[config.mk]
export PLATFORM = sky130hd
export DESIGN_NAME = kef_top
export DESIGN_NICKNAME = d
export VERILOG_FILES = /design/src/inc/kef_pkg.sv /design/src/hdl/kef_top.sv
export VERILOG_INCLUDE_DIRS = /design/src /design/src/inc
export SDC_FILE = /design/constraint.sdc
export NUM_CORES = 1
export LEC_CHECK = 0
export ABC_AREA = 1
export BUFFER_PORTS_ARGS = -buffer_cell sky130_fd_sc_hd__buf_2
export CORE_MARGIN = 2
export CORE_UTILIZATION = 30
export CTS_CLUSTER_DIAMETER = 200
export CTS_CLUSTER_SIZE = 20
export DETAILED_ROUTE_END_ITERATION = 10
export GPL_ROUTABILITY_DRIVEN = 0
export PLACE_DENSITY = 0.45
export SETUP_SLACK_MARGIN = 0.15
export SLEW_MARGIN = 10
export SYNTH_ARGS = -nofsm -noshare
export SYNTH_HDL_FRONTEND = slang
export SYNTH_SLANG_ARGS = --single-unit
[constraint.sdc]
create_clock -name ref_clk_in -period 3 [get_ports ref_clk_in]
set_input_delay 0.75 -clock ref_clk_in [delete_from_list [all_inputs] [get_ports ref_clk_in]]
set_output_delay 0.75 -clock ref_clk_in [all_outputs]
set_load 0.02 [all_outputs]
[src/inc/kef_cfg.svh]
// Register map, field positions, reset values and timing for the event queue
`ifndef KEF_CFG_SVH
`define KEF_CFG_SVH

`define KEF_ADDR_CFG    8'h01
`define KEF_ADDR_STAT   8'h02
`define KEF_ADDR_CNT    8'h03
`define KEF_ADDR_QFIRST 8'h04
`define KEF_ADDR_QLAST  8'h0d
`define KEF_ADDR_TMR    8'h0e
`define KEF_ADDR_KEY1   8'h0f
`define KEF_ADDR_KEY2   8'h10

`define KEF_CFG_EVT_IEN   0
`define KEF_CFG_KLK_IEN   2
`define KEF_CFG_OVF_IEN   3
`define KEF_CFG_INT_PULSE 4
`define KEF_CFG_OVF_MODE  5
`define KEF_CFG_AUTOINC   7

`define KEF_ST_EVT 0
`define KEF_ST_KLK 2
`define KEF_ST_OVF 3

`define KEF_CNT_FIRST_UNLOCK_OK  4
`define KEF_CNT_SECOND_UNLOCK_OK  5
`define KEF_CNT_LCKEN 6

`define KEF_TMR_LSB 3

`define KEF_RST_BYTE 8'h00
`define KEF_FIFO_DEPTH 10

`define KEF_CLK_HZ  20000000
`define KEF_TICK_MS 1000
`define KEF_REL_US  275

`endif

[src/inc/kef_pkg.sv]
// Types shared by the event queue and lock logic
package kef_pkg;
    typedef struct packed {
        logic       press;
        logic       gpi;
        logic [6:0] gpi_num;
        logic [2:0] row;
        logic [3:0] col;
    } kef_key_s;

    typedef struct packed {
        logic       press;
        logic [6:0] num;
    } kef_event_s;

    typedef enum logic [1:0] {
        LK_IDLE,
        LK_WAIT1,
        LK_WAIT2
    } kef_lock_e;
endpackage

[src/hdl/kef_top.sv]
// Key event queue with overflow handling, keypad lock and host interrupt
`timescale 1ns/1ps
`include "kef_cfg.svh"

module kef_top #(
    parameter int DEPTH       = `KEF_FIFO_DEPTH,
    parameter int TICK_CYCLES = `KEF_TICK_MS * (`KEF_CLK_HZ / 1000),
    parameter int REL_CYCLES  = `KEF_REL_US * (`KEF_CLK_HZ / 1000000)
) (
    // Clock and reset
    input  wire logic              ref_clk_in,
    input  wire logic              rst_n_in,
    // Event source
    input  wire logic              evt_valid_in,
    input  wire kef_pkg::kef_key_s key_in,
    // Byte register port
    input  wire logic              addr_load_in,
    input  wire logic [7:0]        addr_in,
    input  wire logic              wr_in,
    input  wire logic [7:0]        wr_data_in,
    input  wire logic              rd_in,
    output logic [7:0]             rd_data_out,
    output logic                   rd_valid_out,
    // Open-drain interrupt pin
    output logic                   int_drv_out,
    output logic                   int_oe_n_out
);
    localparam int PW = $clog2(DEPTH);
    localparam int CW = $clog2(DEPTH + 1);
    localparam int TW = $clog2(TICK_CYCLES + 1);
    localparam int RW = $clog2(REL_CYCLES + 1);
    localparam logic [CW-1:0] FULL_CNT = CW'(DEPTH);

    kef_pkg::kef_event_s fifo [DEPTH];
    logic [PW-1:0]       head;
    logic [PW-1:0]       tail;
    logic [CW-1:0]       count;
    logic [7:0]          ptr;
    logic [7:0]          cfg;
    logic [7:0]          tmr;
    logic [7:0]          key1;
    logic [7:0]          key2;
    logic                evt_flag;
    logic                klk_flag;
    logic                ovf_flag;
    logic                first_unlock_ok;
    logic                second_unlock_ok;
    logic                lock_en;
    kef_pkg::kef_lock_e  lk_state;
    logic [4:0]          secs;
    logic [TW-1:0]       tick;
    logic [RW-1:0]       rel;

    function automatic logic [PW-1:0] step(input logic [PW-1:0] p);
        return (p == PW'(DEPTH - 1)) ? '0 : p + PW'(1);
    endfunction

    // Event number and byte
    logic [6:0]          mtx_num;
    kef_pkg::kef_event_s new_evt;
    assign mtx_num = 7'(key_in.row) * 7'd10 + 7'(key_in.col) + 7'd1;
    assign new_evt = {key_in.press, (key_in.gpi ? key_in.gpi_num : mtx_num)};

    // Register access decode
    logic q_sel;
    logic rd_q;
    logic wr_stat;
    assign q_sel   = (ptr >= `KEF_ADDR_QFIRST) && (ptr <= `KEF_ADDR_QLAST);
    assign rd_q    = rd_in && q_sel;
    assign wr_stat = wr_in && (ptr == `KEF_ADDR_STAT);

    // Queue control
    logic full;
    logic empty;
    logic rec;
    logic pop;
    logic push;
    logic ovw;
    assign full  = (count == FULL_CNT);
    assign empty = (count == '0);
    assign rec   = evt_valid_in && !lock_en;
    assign pop   = rd_q && !empty;
    assign ovw   = rec && full && !pop && cfg[`KEF_CFG_OVF_MODE];
    assign push  = rec && (!full || pop || ovw);

    always_ff @(posedge ref_clk_in) begin
        if (push) begin
            fifo[tail] <= new_evt;
        end
    end

    always_ff @(posedge ref_clk_in or negedge rst_n_in) begin
        if (!rst_n_in) begin
            head  <= '0;
            tail  <= '0;
            count <= '0;
        end else begin
            if (push) begin
                tail <= step(tail);
            end
            if (pop || ovw) begin
                head <= step(head);
            end
            if (push && !pop && !full) begin
                count <= count + CW'(1);
            end else if (pop && !push) begin
                count <= count - CW'(1);
            end
        end
    end

    // Lock match and timer
    logic lk_press;
    logic hit1;
    logic hit2;
    logic tmr_on;
    logic expire;
    logic unlock;
    logic first_irq;
    assign lk_press  = evt_valid_in && lock_en && key_in.press;
    assign hit1      = lk_press && (new_evt.num == key1[6:0]);
    assign hit2      = lk_press && (new_evt.num == key2[6:0]);
    assign tmr_on    = (tmr[7:`KEF_TMR_LSB] != 5'h00);
    assign expire    = tmr_on && (lk_state != kef_pkg::LK_IDLE)
                     && (secs == 5'h00) && (tick == '0);
    assign unlock    = (lk_state == kef_pkg::LK_WAIT2) && hit2 && !expire;
    assign first_irq = (lk_state == kef_pkg::LK_IDLE) && lk_press && tmr_on;

    always_ff @(posedge ref_clk_in or negedge rst_n_in) begin
        if (!rst_n_in) begin
            lk_state <= kef_pkg::LK_IDLE;
        end else if (!lock_en || expire || unlock) begin
            lk_state <= kef_pkg::LK_IDLE;
        end else if (lk_press) begin
            unique case (lk_state)
                kef_pkg::LK_IDLE: begin
                    lk_state <= hit1 ? kef_pkg::LK_WAIT2 : kef_pkg::LK_WAIT1;
                end
                kef_pkg::LK_WAIT1: begin
                    lk_state <= hit1 ? kef_pkg::LK_WAIT2 : kef_pkg::LK_WAIT1;
                end
                kef_pkg::LK_WAIT2: begin
                    lk_state <= kef_pkg::LK_WAIT1;
                end
            endcase
        end
    end

    // Mask timer counts whole seconds from the first locked press
    always_ff @(posedge ref_clk_in or negedge rst_n_in) begin
        if (!rst_n_in) begin
            secs <= 5'h00;
            tick <= '0;
        end else if (lk_state == kef_pkg::LK_IDLE) begin
            secs <= tmr[7:`KEF_TMR_LSB] - 5'h01;
            tick <= TW'(TICK_CYCLES - 1);
        end else if (tick != '0) begin
            tick <= tick - TW'(1);
        end else if (secs != 5'h00) begin
            secs <= secs - 5'h01;
            tick <= TW'(TICK_CYCLES - 1);
        end
    end

    // Lock enable and progress bits; hardware clear on unlock wins
    always_ff @(posedge ref_clk_in or negedge rst_n_in) begin
        if (!rst_n_in) begin
            lock_en <= 1'b0;
            first_unlock_ok    <= 1'b0;
            second_unlock_ok    <= 1'b0;
        end else begin
            if (unlock) begin
                lock_en <= 1'b0;
            end else if (wr_in && ptr == `KEF_ADDR_CNT) begin
                lock_en <= wr_data_in[`KEF_CNT_LCKEN];
            end
            if (wr_in && ptr == `KEF_ADDR_CNT && wr_data_in[`KEF_CNT_LCKEN]) begin
                first_unlock_ok <= 1'b0;
                second_unlock_ok <= 1'b0;
            end else if (expire) begin
                first_unlock_ok <= 1'b0;
                second_unlock_ok <= 1'b0;
            end else if (unlock) begin
                second_unlock_ok <= 1'b1;
            end else if (lk_press && lk_state != kef_pkg::LK_WAIT2) begin
                first_unlock_ok <= hit1;
            end else if (lk_press) begin
                first_unlock_ok <= 1'b0;
            end
        end
    end

    // Configuration registers
    always_ff @(posedge ref_clk_in or negedge rst_n_in) begin
        if (!rst_n_in) begin
            cfg  <= `KEF_RST_BYTE;
            tmr  <= `KEF_RST_BYTE;
            key1 <= `KEF_RST_BYTE;
            key2 <= `KEF_RST_BYTE;
        end else if (wr_in) begin
            if (ptr == `KEF_ADDR_CFG) begin
                cfg <= wr_data_in;
            end
            if (ptr == `KEF_ADDR_TMR) begin
                tmr <= wr_data_in;
            end
            if (ptr == `KEF_ADDR_KEY1) begin
                key1 <= wr_data_in;
            end
            if (ptr == `KEF_ADDR_KEY2) begin
                key2 <= wr_data_in;
            end
        end
    end

    // Status flags: a set in the same cycle as a clear wins
    logic evt_set;
    assign evt_set = push || first_irq;

    always_ff @(posedge ref_clk_in or negedge rst_n_in) begin
        if (!rst_n_in) begin
            evt_flag <= 1'b0;
            klk_flag <= 1'b0;
            ovf_flag <= 1'b0;
        end else begin
            if (evt_set) begin
                evt_flag <= 1'b1;
            end else if (wr_stat && wr_data_in[`KEF_ST_EVT] && empty) begin
                evt_flag <= 1'b0;
            end
            if (unlock) begin
                klk_flag <= 1'b1;
            end else if (wr_stat && wr_data_in[`KEF_ST_KLK]) begin
                klk_flag <= 1'b0;
            end
            if (rec && full) begin
                ovf_flag <= 1'b1;
            end else if (wr_stat && wr_data_in[`KEF_ST_OVF]) begin
                ovf_flag <= 1'b0;
            end
        end
    end

    // Interrupt pin, with optional release window on a refused clear
    logic irq_req;
    assign irq_req = (evt_flag && cfg[`KEF_CFG_EVT_IEN])
                   || (ovf_flag && cfg[`KEF_CFG_OVF_IEN])
                   || (klk_flag && cfg[`KEF_CFG_KLK_IEN]);

    always_ff @(posedge ref_clk_in or negedge rst_n_in) begin
        if (!rst_n_in) begin
            rel <= '0;
        end else if (wr_stat && wr_data_in[`KEF_ST_EVT] && !empty
                     && cfg[`KEF_CFG_INT_PULSE] && int_drv_out) begin
            rel <= RW'(REL_CYCLES);
        end else if (rel != '0) begin
            rel <= rel - RW'(1);
        end
    end

    always_ff @(posedge ref_clk_in or negedge rst_n_in) begin
        if (!rst_n_in) begin
            int_drv_out  <= 1'b0;
            int_oe_n_out <= 1'b1;
        end else begin
            int_drv_out  <= irq_req && (rel == '0);
            int_oe_n_out <= !(irq_req && (rel == '0));
        end
    end

    // Register pointer and read data
    always_ff @(posedge ref_clk_in or negedge rst_n_in) begin
        if (!rst_n_in) begin
            ptr <= `KEF_RST_BYTE;
        end else if (addr_load_in) begin
            ptr <= addr_in;
        end else if (rd_in && cfg[`KEF_CFG_AUTOINC]) begin
            ptr <= ptr + 8'h01;
        end
    end

    logic [7:0] next_rd;
    always_comb begin
        next_rd = 8'h00;
        if (q_sel) begin
            next_rd = empty ? 8'h00 : fifo[head];
        end else begin
            unique case (ptr)
                `KEF_ADDR_CFG:  next_rd = cfg;
                `KEF_ADDR_STAT: next_rd = {4'h0, ovf_flag, klk_flag, 1'b0, evt_flag};
                `KEF_ADDR_CNT:  next_rd = {1'b0, lock_en, second_unlock_ok, first_unlock_ok, 4'(count)};
                `KEF_ADDR_TMR:  next_rd = tmr;
                `KEF_ADDR_KEY1: next_rd = key1;
                `KEF_ADDR_KEY2: next_rd = key2;
                default:        next_rd = 8'h00;
            endcase
        end
    end

    always_ff @(posedge ref_clk_in or negedge rst_n_in) begin
        if (!rst_n_in) begin
            rd_data_out  <= 8'h00;
            rd_valid_out <= 1'b0;
        end else begin
            rd_valid_out <= rd_in;
            if (rd_in) begin
                rd_data_out <= next_rd;
            end
        end
    end

    // Checks
    chk_count_limit: assert property (@(posedge ref_clk_in) disable iff (!rst_n_in)
        count <= FULL_CNT) else $error("pending count above depth");

    chk_push_count: assert property (@(posedge ref_clk_in) disable iff (!rst_n_in)
        (push && !pop && !full) |=> count == $past(count) + CW'(1))
        else $error("count did not rise on push");

    chk_empty_zero: assert property (@(posedge ref_clk_in) disable iff (!rst_n_in)
        (rd_q && empty) |=> rd_valid_out && rd_data_out == 8'h00)
        else $error("empty queue read not zero");

    chk_ovf_set: assert property (@(posedge ref_clk_in) disable iff (!rst_n_in)
        (rec && full) |=> ovf_flag) else $error("overflow flag missed");

    chk_ovw_sat: assert property (@(posedge ref_clk_in) disable iff (!rst_n_in)
        ovw |=> count == FULL_CNT && head == step($past(head)))
        else $error("overwrite did not keep full");

    chk_drop_mode: assert property (@(posedge ref_clk_in) disable iff (!rst_n_in)
        (rec && full && !pop && !cfg[`KEF_CFG_OVF_MODE]) |=> $stable(tail))
        else $error("event stored while full in drop mode");

    chk_flag_hold: assert property (@(posedge ref_clk_in) disable iff (!rst_n_in)
        (evt_flag && !empty) |=> evt_flag) else $error("event flag cleared early");

    chk_lock_block: assert property (@(posedge ref_clk_in) disable iff (!rst_n_in)
        (evt_valid_in && lock_en && !rd_in) |=> $stable(tail) && $stable(count))
        else $error("event recorded while locked");

    chk_irq_drive: assert property (@(posedge ref_clk_in) disable iff (!rst_n_in)
        (ovf_flag && cfg[`KEF_CFG_OVF_IEN] && rel == '0) |=> int_drv_out && !int_oe_n_out)
        else $error("overflow interrupt not driven");

    chk_klk_mask: assert property (@(posedge ref_clk_in) disable iff (!rst_n_in)
        (klk_flag && !cfg[`KEF_CFG_KLK_IEN] && !evt_flag && !ovf_flag) |=> !int_drv_out)
        else $error("masked keylock flag drove pin");

    chk_expire_idle: assert property (@(posedge ref_clk_in) disable iff (!rst_n_in)
        expire |=> lk_state == kef_pkg::LK_IDLE && !first_unlock_ok && !second_unlock_ok)
        else $error("lock machine not reset on expiry");

    chk_autoinc: assert property (@(posedge ref_clk_in) disable iff (!rst_n_in)
        (rd_in && !addr_load_in && cfg[`KEF_CFG_AUTOINC]) |=> ptr == $past(ptr) + 8'h01)
        else $error("pointer did not advance");
endmodule

==> metrics.txt <==
status finished clean; number of flops mapped to enable cells by yosys 80; Num CTS Buffers 17; Flop pwr share 45.3%; Worst-Margin Slew 0.895 ns; total gr overflow 0; final wirelength 25.5 mm; Synth Flop Type dfrtp_1; number of iterations in the first detailed-routing pass 5; cell area after synthesis 9690 um2; Ys Warns 0; H-tree depth 4; skew final 0.0145 ns; clk sinks 194; Max Freq 0.387 GHz; net switching power 0.00251 W; slack of the worst reg-to-reg path 0.41 ns; TritonCTS clock tree yes; Final setup viols 0; Critical R2R Launch ptr[0]; Via Count 7459; post-DR wirelength/cell 16.3 um; Max-Cap Viols 0; relative max-transition margin 40.3%; HPWL after detailed placement 18.7 mm; Mapped Nets 1140; internal power 0.00473 W; Area growth, synth to finish 14.9%; root buffer cell clkbuf_16; DR vias/cell 4.75; Std-Cell Rows 65; initial DRC count 473; asr flop ratio synth 58.8%; Startpoint Class flop; global-route wire length before repair 40.9 mm; Hold Violations, Final 0; GRT Total Usage 15.8%; PwrDens 650 nW/um2; crit path DAT 2.92 ns; Pleak 4.77 nW; Finished Layout Cells 1570; IO Pins 49; critical path peak fanout 9; Crit path max-delay family simple AND/OR/NAND/NOR gates; crit-path cells inv_1, ha_1, nor2_1, nand2_1, nand2_1, nor2_4, nand2_2, nor2_8, nor3_2, inv_2, ha_1, a21o_1, a21oi_1, nand2_1, o21ai_1, xor2_1, inv_1; Crit-path slowest cell dfrtp_1; Netlist cell types 52; DR DRC count 0; CP Class reg -> reg; minimum clock period 2.59 ns; commonest non-fill, non-tap cell in the layout nand2_1; number of global-route vias before repair 7372; die area 33800 um2; largest stage delay on the critical path 0.40 ns; Final Cycle Share 86.2%; Antenna diodes 0; switch share 34.7%; proportion of layout cells with a drive suffix above 1 13.4%; Seq cells post-synth 194; Hold Crit Class in -> async; clock slew seen by the registers of the worst setup and hold paths 0.08 ns; clock share of power 32.1%; core area 31700 um2; Worst EP required 3.33 ns; Worst Setup End Kind flop; Synth Area per Inst 8.94 um2; Tot Pwr 0.00724 W; commonest non-fill, non-tap cells in the layout nand2_1 (221), nor2_1 (126), inv_1 (119), dfrtp_1 (113), edfxtp_1 (80); maximum vdd drop 0.401 mV; clk_lat worst skew 0.44 ns; Initial Util 30.6%; initial antenna violation count 0; CP most frequent cell nand2_1; RR Endpoint count[3]; DP Cell Count 1538; Post-CTS Hold Fix Bufs 0; RSZ-0062 raised after global routing false; setup tns final 0 ns; logic gate share of total power 22.6%; Bufs and invs on worst path 3; Mapped Cells 1084; largest net degree at the start of global routing 65; Post-DRT Antenna Nets 0; Die Width 184 um; I/O Buffers 48; Final nets 1211; path depth of the worst reg2reg path 17; Die Ht 184 um; clk buf depth 2; Hold WS 0.387 ns; Slew Limit Fails 0; post-synthesis sequential area ratio 54.2%
-- Yosys cell counts, types with 7 or more instances --
cell type  number  area, um2
ha_1           16        200
nor3_1         11       55.1
o21ai_1        28        140
clkbuf_1       17       63.8
inv_1         120        450
a21oi_1        33        165
nor2_1        126        473
inv_2          16       60.1
nand3_1        77        385
nand2_1       221        830
edfxtp_1       80       2400
dfrtp_1       113       2830
o221ai_1       11       96.3
o22ai_1        23        144
o21ai_0        78        390
nand3b_1        7       52.6
xor2_1         20        175
-- metrics by stage --
| stage | utilization (%) | setup WS, ns | cell area (um2) |
|---|---|---|---|
| after floorplan | - | 0.336 | 9690 |
| after global placement | 33.2 | 0.268 | 10500 |
| after detailed placement | 33.2 | 0.219 | 10500 |
| after CTS | 35.1 | 0.312 | 11100 |
| after global routing | 35.1 | 0.172 | 11100 |
| final | 35.1 | 0.414 | 11100 |
-- how the worst max path moves through the flow --
stage                          from         endpoint  cells past startpoint
after floorplan               rd_in       fifo[7][0]                      7
after CTS                    ptr[0]         count[3]                     17
final                        ptr[0]         count[3]                     17
after global placement    key_in[4]  first_unlock_ok                     17
after detailed placement  key_in[4]  first_unlock_ok                     17
after global routing         ptr[0]         count[3]                     17
-- per-layer routing --
metal	up-vias	GRT usage (%)	wire length [um]
li1	3783	-	-
met1	3562	21.8	12600
met2	101	26.2	12000
met3	13	2.38	673
met4	0	3.58	221
met5	-	0	0
-- logic make-up (layout without fill, tap and decap cells) --
logic type | after synthesis | count (layout) | share of synthesized area (%)
compound gates | 204 | 204 | 12.2
xor+xnor | 25 | 25 | 2.26
fa+ha+maj | 18 | 18 | 2.48
buf+inv | 158 | 242 | 6.25
flops | 194 | 194 | 54.2
mux | 2 | 2 | 0.207
simple gates | 483 | 483 | 22.4
-- flip-flops by register name (all words and copies together), names as in the netlist, 2 cells and up --
name / cells
ptr: 8
lk_state: 2
secs: 5
rel: 13
tick: 25
tail: 4
rd_data_out: 8
key2: 8
key1: 8
head: 4
cfg: 8
tmr: 8
fifo: 80
count: 4
-- power by group through the flow --
stage                     combinational, W  clock [W]  sequential [W]
after floorplan                    0.00112          0         0.00327
after global placement             0.00167          0         0.00334
after detailed placement           0.00166          0         0.00334
after CTS                          0.00167    0.00238         0.00328
after global routing               0.00187    0.00249         0.00332
final                              0.00163    0.00232         0.00328
-- timing repair --
item                       4_1_cts  5_1_grt
buffers inserted                 0        0
resized for setup                0        2
setup endpoints to repair        0        1
-- final cells by class --
class                   instances  area, um2
repair buffers                 73        430
fillers                      3363      20600
flip-flops and latches        194       5260
clock buffers                  17        425
multi-input cells             732       3830
well taps                     402        503
clock inverters                15        173
inverters                     137        514
Note: power is estimated with default switching activity, not from simulation.
